==> config.mk <==
export PLATFORM = sky130hd
export DESIGN_NAME = integration_test_registers
export DESIGN_NICKNAME = d
export VERILOG_FILES = /design/src/design/itr_pkg.sv /design/src/design/integration_test_registers.sv /design/src/design/input_sync.sv
export SDC_FILE = /design/constraint.sdc
export NUM_CORES = 1
export LEC_CHECK = 0
export ABC_AREA = 1
export BUFFER_PORTS_ARGS = -buffer_cell sky130_fd_sc_hd__buf_2
export CORE_UTILIZATION = 51
export CTS_CLUSTER_SIZE = 16
export DETAILED_ROUTE_END_ITERATION = 10
export PLACE_DENSITY = 0.84
export SYNTH_ARGS = -nofsm -noshare
export SYNTH_HDL_FRONTEND = slang
export SYNTH_SLANG_ARGS = --single-unit
export TNS_END_PERCENT = 100
==> constraint.sdc <==
create_clock -name clk -period 2.4 [get_ports clk]
set_input_delay 0 -clock clk [delete_from_list [all_inputs] [get_ports clk]]
set_output_delay 0 -clock clk [all_outputs]
set_load 0.05 [all_outputs]
==> src/design/itr_pkg.sv <==
package itr_pkg;
   localparam logic [11:0] OFS_TEST_CONFIG   = 12'h0e00;
   localparam logic [11:0] OFS_INPUT_SAMPLER = 12'h0e04;
   localparam logic [11:0] OFS_OUTPUT_DRIVER = 12'h0e08;
   localparam int          TEST_EN_BIT       = 0;
   localparam logic        TEST_EN_RESET     = 1'b0;
   localparam logic [8:0]  OUTPUTS_RESET     = 9'h000;
   // input sampler field positions
   localparam int IN_CSYSREQ   = 0;
   localparam int IN_USE_BUS   = 1;
   localparam int IN_GRANT0    = 2;
   localparam int IN_BACKOFF0  = 3;
   localparam int IN_ACLK_SYNC_HINT_0    = 4;
   localparam int IN_MEMCLK_SYNC_HINT_0    = 5;
   localparam int IN_GRANT1    = 6;
   localparam int IN_BACKOFF1  = 7;
   localparam int IN_ACLK_SYNC_HINT_1    = 8;
   localparam int IN_MEMCLK_SYNC_HINT_1    = 9;
   // output driver field positions
   localparam int OUT_CACTIVE  = 0;
   localparam int OUT_CSYSACK  = 1;
   localparam int OUT_REQ0     = 2;
   localparam int OUT_REQ1     = 3;
   localparam int OUT_IRQ      = 4;
   localparam int OUT_IFACE0   = 5;
   localparam int OUT_IFACE1   = 6;
   localparam int OUT_ECC0     = 7;
   localparam int OUT_ECC1     = 8;
   // implemented bits in a single-interface build
   localparam logic [9:0] IN_MASK_ONE_IF  = 10'h03f;
   localparam logic [8:0] OUT_MASK_ONE_IF = 9'h027;

   typedef struct packed {
      logic ecc_irq_1;
      logic ecc_irq_0;
      logic iface1_irq;
      logic iface0_irq;
      logic combined_irq;
      logic bus_request_1;
      logic bus_request_0;
      logic csysack;
      logic cactive;
   } ctrl_outputs_s;

   typedef struct packed {
      logic memclk_sync_hint_1;
      logic aclk_sync_hint_1;
      logic bus_backoff_1;
      logic bus_grant_1;
      logic memclk_sync_hint_0;
      logic aclk_sync_hint_0;
      logic bus_backoff_0;
      logic bus_grant_0;
      logic use_shared_bus;
      logic csysreq;
   } ctrl_inputs_s;

   typedef enum logic [1:0] {
      ACC_IDLE  = 2'b00,
      ACC_SETUP = 2'b01,
      ACC_DONE  = 2'b10
   } access_state_e;
endpackage

==> src/design/integration_test_registers.sv <==
`timescale 1ns/1ps
module integration_test_registers
   import itr_pkg::*;
#(
   parameter bit TWO_INTERFACES  = 1'b1,
   parameter bit INTEGRATION_CFG = 1'b1
)
(
   // clock and reset
   input  wire logic                  clk,
   input  wire logic                  nrst,
   // controller held in reset
   input  wire logic                  ctrl_in_reset,
   // peripheral register port
   input  wire logic                  psel,
   input  wire logic                  penable,
   input  wire logic                  pwrite,
   input  wire logic [11:0]           paddr,
   input  wire logic [31:0]           pwdata,
   output      logic [31:0]           prdata,
   output      logic                  pready,
   // controller inputs and outputs
   input  wire itr_pkg::ctrl_inputs_s  pin_inputs,
   input  wire itr_pkg::ctrl_outputs_s func_outputs,
   output      itr_pkg::ctrl_outputs_s ctrl_outputs,
   // present state of the test enable
   output      logic                  test_mode
);
   import itr_pkg::*;

   // synchronised pin inputs
   ctrl_inputs_s  in_clean;
   // access sequencer
   access_state_e state_r;
   access_state_e state_nxt;
   logic          pready_r;
   logic          pready_nxt;
   // test enable and forcing register
   logic          test_en_r;
   logic          test_en_nxt;
   logic [8:0]    force_r;
   logic [8:0]    force_nxt;
   // read data and controller outputs
   logic [31:0]   prdata_r;
   logic [31:0]   prdata_nxt;
   ctrl_outputs_s outs_r;
   ctrl_outputs_s outs_nxt;
   // decoded access strobes
   logic          hit;
   logic          access_cycle;
   logic          wr_cycle;
   logic          rd_cycle;
   logic          wr_config;
   logic          wr_driver;
   logic          rd_config;
   logic          rd_sampler;

   input_sync u_sync (
      .clk   (clk),
      .nrst  (nrst),
      .raw   (pin_inputs),
      .clean (in_clean)
   );

   // bits that exist in this build
   function automatic logic [9:0] in_mask();
      return TWO_INTERFACES ? 10'h3ff : IN_MASK_ONE_IF;
   endfunction

   function automatic logic [8:0] out_mask();
      return TWO_INTERFACES ? 9'h1ff : OUT_MASK_ONE_IF;
   endfunction

   // register decode, shared by the write and read paths
   function automatic logic reg_is(input logic [11:0] addr, input logic [11:0] ofs);
      return addr == ofs;
   endfunction

   // sampler word: implemented pin bits, upper bits read as zero
   function automatic logic [31:0] sampler_word(input ctrl_inputs_s v);
      logic [31:0] w;
      w      = 32'h0000_0000;
      w[9:0] = v & in_mask();
      return w;
   endfunction

   // config word: enable at bit 0, all other bits read as zero
   function automatic logic [31:0] config_word(input logic en);
      logic [31:0] w;
      w              = 32'h0000_0000;
      w[TEST_EN_BIT] = en;
      return w;
   endfunction

   // block acts on accesses only when implemented and controller out of reset; ready is given either way
   assign hit          = INTEGRATION_CFG && !ctrl_in_reset;
   assign access_cycle = (state_r == ACC_SETUP);
   assign wr_cycle     = access_cycle && hit && pwrite;
   assign rd_cycle     = access_cycle && hit && !pwrite;
   assign wr_config    = wr_cycle && reg_is(paddr, OFS_TEST_CONFIG);
   assign wr_driver    = wr_cycle && reg_is(paddr, OFS_OUTPUT_DRIVER);
   assign rd_config    = rd_cycle && reg_is(paddr, OFS_TEST_CONFIG);
   assign rd_sampler   = rd_cycle && reg_is(paddr, OFS_INPUT_SAMPLER);

   // setup, access, then one idle cycle before the next setup is seen
   always_comb begin
      state_nxt  = state_r;
      pready_nxt = 1'b0;
      case (state_r)
         ACC_IDLE: begin
            if (psel && !penable) begin
               state_nxt = ACC_SETUP;
            end
         end
         ACC_SETUP: begin
            state_nxt  = ACC_DONE;
            pready_nxt = 1'b1;
         end
         ACC_DONE: begin
            state_nxt = ACC_IDLE;
         end
         default: begin
            state_nxt = ACC_IDLE;
         end
      endcase
   end

   always_ff @(posedge clk or negedge nrst) begin
      if (!nrst) begin
         state_r  <= ACC_IDLE;
         pready_r <= 1'b0;
      end else begin
         state_r  <= state_nxt;
         pready_r <= pready_nxt;
      end
   end

   // only bit 0 is stored; upper write bits are dropped
   always_comb begin
      test_en_nxt = test_en_r;
      if (wr_config) begin
         test_en_nxt = pwdata[TEST_EN_BIT];
      end
   end

   always_ff @(posedge clk or negedge nrst) begin
      if (!nrst) begin
         test_en_r <= TEST_EN_RESET;
      end else begin
         test_en_r <= test_en_nxt;
      end
   end

   // unimplemented interface 1 bits never hold a value
   always_comb begin
      force_nxt = force_r;
      if (wr_driver) begin
         force_nxt = pwdata[8:0] & out_mask();
      end
   end

   always_ff @(posedge clk or negedge nrst) begin
      if (!nrst) begin
         force_r <= OUTPUTS_RESET;
      end else begin
         force_r <= force_nxt;
      end
   end

   // read data stands only in the ready cycle and is zero otherwise
   always_comb begin
      prdata_nxt = 32'h0000_0000;
      if (rd_config) begin
         prdata_nxt = config_word(test_en_r);
      end else if (rd_sampler) begin
         prdata_nxt = sampler_word(in_clean);
      end
   end

   always_ff @(posedge clk or negedge nrst) begin
      if (!nrst) begin
         prdata_r <= 32'h0000_0000;
      end else begin
         prdata_r <= prdata_nxt;
      end
   end

   // output mux between functional logic and forced values
   always_comb begin
      if (test_en_r) begin
         outs_nxt = ctrl_outputs_s'(force_r & out_mask());
      end else begin
         outs_nxt = func_outputs;
      end
   end

   always_ff @(posedge clk or negedge nrst) begin
      if (!nrst) begin
         outs_r <= '0;
      end else begin
         outs_r <= outs_nxt;
      end
   end

   assign prdata       = prdata_r;
   assign pready       = pready_r;
   assign ctrl_outputs = outs_r;
   assign test_mode    = test_en_r;
endmodule

==> src/design/input_sync.sv <==
`timescale 1ns/1ps
module input_sync
   import itr_pkg::*;
(
   // clock and reset
   input  wire logic                 clk,
   input  wire logic                 nrst,
   // raw and filtered inputs
   input  wire itr_pkg::ctrl_inputs_s raw,
   output      itr_pkg::ctrl_inputs_s clean
);
   ctrl_inputs_s s1_r;
   ctrl_inputs_s s2_r;
   ctrl_inputs_s s3_r;
   ctrl_inputs_s clean_r;
   ctrl_inputs_s clean_nxt;

   // a bit changes once second and third stage agree
   always_comb begin
      clean_nxt = clean_r;
      for (int i = 0; i < $bits(ctrl_inputs_s); i++) begin
         if (s2_r[i] == s3_r[i]) begin
            clean_nxt[i] = s3_r[i];
         end
      end
   end

   always_ff @(posedge clk or negedge nrst) begin
      if (!nrst) begin
         s1_r    <= '0;
         s2_r    <= '0;
         s3_r    <= '0;
         clean_r <= '0;
      end else begin
         s1_r    <= raw;
         s2_r    <= s1_r;
         s3_r    <= s2_r;
         clean_r <= clean_nxt;
      end
   end

   assign clean = clean_r;
endmodule

Word-level counts from Yosys, hierarchy flattened:

Index checks and enable logic that the tools add are counted.

* equal/unequal tests: 15
* multiplexer cells: 6
* reductions and logical operators: 12

Operators by type and width (number)
* equality test 12 bit (second input constant): 3
* two-way mux 32 bit: 1
* equality test 1 bit: 10
* two-way mux 10 bit: 1
* two-way mux 9 bit: 1
* logical AND 1 bit: 8
* case mux 2 bit (2 select lines): 1
* logical NOT 1 bit: 3
* equality test 2 x 1 -> 1 bit (second input constant): 1
* logical NOT 2 bit: 1
* two-way mux 2 bit: 1
* != test 2 bit (second input constant): 1
* two-way mux 1 bit: 1

* flip-flop bits (word level): 94
* output and inout bits: 43
* logic and storage cells: 87

Longest topological paths before layout:

* depth in word-level cells: 6
* depth in mapped cells: 7

Cells and area by module:

A second synthesis with hierarchy kept.

* cells, all modules: 233
* area total of the unflattened synthesis: 2686.3 sq um

Modules (own cells, without submodules)
* integration_test_registers: instances 1, cells an instance 153, area an instance 1522.7 sq um, sequential area each 800.8 sq um
* input_sync: instances 1, cells an instance 80, area an instance 1163.6 sq um, sequential area each 1001.0 sq um

Worst setup path before layout:

Ideal clock, no wire load.

* path type: reg-to-reg
* from: reg test_en_r (netlist: test_mode)
* to: reg outs_r, in the netlist ctrl_outputs[0]
* arrival: 1253 ps
* setup slack: 1022 ps
* cell stages (with the launch flop): 3
* clock period less this slack: 1378 ps
* path through: dfrtp_1 -> buf_2 -> mux2_2

RTL lines
* from (decl): line integration_test_registers.sv:39 `logic test_en_r;`
* from (signal assigned): line integration_test_registers.sv:150 `test_en_r <= test_en_nxt;`
* to (signal assigned): line integration_test_registers.sv:201 `outs_r <= outs_nxt;`
* to (decl): line integration_test_registers.sv:46 `ctrl_outputs_s outs_r;`

Worst setup path after layout:

* from: reg test_en_r (netlist: test_mode)
* to: out test_mode

RTL lines
* to (decl): line integration_test_registers.sv:27 `output logic test_mode`

No word-level cell between the ends.

==> flow_metrics.tcl <==
set metrics [dict create \
    status "finished clean" \
    ys_seq_area_share_pct 66.7 \
    drive_gt1_share_pct 36.5 \
    initial_utilization_pct 52.9 \
    synth_edf_count 0 \
    synth_seq_cells 72 \
    post_drt_wl_per_cell_um 13.2 \
    fin_skew_ns 0.0120 \
    async_reset_ff_share_pct 100 \
    fillerInstances 395 \
    synth_area_per_cell_sq_um 13.1 \
    port_buffers 66 \
    track_usage_pct 20.1 \
    hp-class "in -> reg" \
    min_period_over_period_pct 57.2 \
    crit_chain "buf_2" \
    finalCriticalPeriod_ns 1.37 \
    maxCapViolCount 0 \
    drv_slew 0 \
    rsz0062_at_grt "no" \
    setup_viol 0 \
    postPlaceCellArea_sq_um 3010 \
    h-tree-depth 3 \
    viasPerCell 4.52 \
    gp_congestion 0.771 \
    critPathMaxFanout 12 \
    dr_wl_met3_um 221 \
    first_global_vias 1672 \
    initialDrtViolationCount 104 \
    cts_root_buf "clkbuf_8" \
    vias 1742 \
    netlist_top_cells_count "72 x dfrtp_1, 26 x nand2_1, 22 x buf_4" \
    drcViolationCount 0 \
    core_area_sq_um 5110 \
    die-area_sq_um 5590 \
    multi_input_area_sq_um 712 \
    grt_start_max_net_pins 73 \
    netlist_instances 206 \
    worstSkewPairLatency_ns 0.34 \
    diodes 0 \
    io_pins 112 \
    ys_types 21 \
    rows 26 \
    path_clk_slew_ns 0.07 \
    nets 380 \
    cts_tree "yes" \
    critPathTopFamily "flip-flops" \
    cp_slowest_cell "dfrtp_1" \
    peakVddDrop_v 0.000402 \
    cp.arrival_ns 1.37 \
    area_growth_pct 30.5 \
    yosysMostFrequentCell "dfrtp_1" \
    cp-end-kind "output port" \
    final_area_sq_um 3520 \
    synth_area_leader_cell "dfrtp_1" \
    clock_sinks 72 \
    dpl.hpwl_um 2840 \
    worst_slew_pin_slew_ns 0.864 \
    worstSetupStartpointType "register" \
    wl_met2_um 2730 \
    met1_length_um 1940 \
    tns_ns 0 \
    crit_buf_inv 1 \
    clockBufferDepth 2 \
    seq_area_sq_um 1800 \
    grt_pass1_wl_um 7770 \
    ys_warn_count 0 \
    synth-main-ff-cell "dfrtp_1" \
    fp.dieH_um 74.8 \
    syn_area_sq_um 2700 \
    die_x_um 74.8 \
    cts_buffers 9 \
    fmax_mhz 729 \
    grt-ovfl-total 0 \
    criticalPathCategory "reg -> out" \
    hold_violations 0 \
    routed_wl_um 5080 \
    firstDrtPassIters 4 \
    powerDensity_nw_per_um2 710 \
    synth_top_area_share_pct 66.7 \
    synthTopCellsByArea "dfrtp_1 67%, buf_4 6.1%, mux2_2 3.8%" \
    p_leak_nw 1.82 \
    required_ns 2.40 \
    antenna_found_initial 0 \
    max_slew_margin_pct 42.4 \
    top_layer_used "met4" \
    antenna_left 0 \
    worst_path_largest_cell_delay_ns 0.68 \
]
layer usage:
| layer | vias up | GRT usage, % |
|---|---|---|
| li1 | 824 | - |
| met1 | 840 | 22.8 |
| met2 | 63 | 34.0 |
| met3 | 15 | 4.95 |
| met4 | 0 | 13.2 |
| met5 | - | 0 |
where the power goes:
| part | internal, mW | switching, mW |
|---|---|---|
| clock network | 0.507 | 0.426 |
| logic | 0.0923 | 0.186 |
| registers | 1.27 | 0.0241 |
| total | 1.86 | 0.637 |
logic make-up (layout without fill, tap and decap cells):
family	after synthesis	after routing	share of synthesized area, %
DFF	72	72	66.7
and+or+nand+nor	69	69	15.8
buffers and inverters	45	133	9.82
adders and majority gates	10	10	3.71
muxes	9	9	3.75
other	1	22	0.139
final timing paths:
| path | startpoint | endpoint | slack [ns] | cells past startpoint |
|---|---|---|---|---|
| setup / recovery | test_mode | test_mode | 1.03 | 1 |
| hold / removal | paddr[2] | prdata[0] | 0.05 | 6 |
| setup reg to reg | state_r[1] | state_r[0] | 1.06 | 2 |
| hold reg to reg | u_sync.s1_r[0] | u_sync.s2_r[0] | 0.35 | 0 |
| max in group asynchronous | nrst | u_sync.s1_r[0] | 1.53 | 2 |
| min in group asynchronous | nrst | ctrl_outputs[7] | 0.31 | 2 |
layout make-up:
cell class                      instances  share of cell area [%]
Clock buffer                           11                    4.01
Clock inverter                          4                    1.53
Timing Repair Buffer                   98                    18.5
Tap cell                               70                    2.48
Inverter                               20                    2.13
Sequential cell                        72                    51.1
Multi-Input combinational cell        110                    20.2
registers in the layout, summed over array words and instances, names as in the netlist:
register / cells
ctrl_outputs: 9
u_sync.clean: 10
state_r: 2
pready: 1
u_sync.s2_r: 10
force_r: 9
test_mode: 1
prdata: 10
u_sync.s1_r: 10
u_sync.s3_r: 10
timing repair:
item / 4_1_cts / 5_1_grt
hold buffers: 32 / 0
setup buffers: 0 / 0
endpoints found under the hold margin: 103 / 0
gates resized for setup: 0 / 0
per-stage QoR:
step                worst slack [ns]  util [%]  total power [mW]  hold WS, ns  std cells
global route                   0.971      69.0              2.61       0.0933        385
floorplan                       1.02         -              1.50       -0.296        227
detailed placement              1.12      58.9              1.55        0.109        338
global placement                1.17      58.9              1.54        0.108        338
finish                          1.03      69.0              2.50       0.0465        385
CTS                             1.03      69.0              2.52       0.0357        385
layout by cell type, fill, tap and decap left out, types with 5 or more instances in the layout:
cell / Yosys / routed
buf_2: 2 / 65
clkbuf_8: 0 / 10
conb_1: 1 / 22
dfrtp_1: 72 / 72
dlygate4sd3_1: 0 / 32
inv_1: 16 / 16
maj3_1: 10 / 10
mux2_2: 9 / 9
nand2_1: 26 / 26
nand4_1: 11 / 11
nor2_1: 5 / 5
nor2_2: 11 / 11
Power figures use the tool's default switching activity.
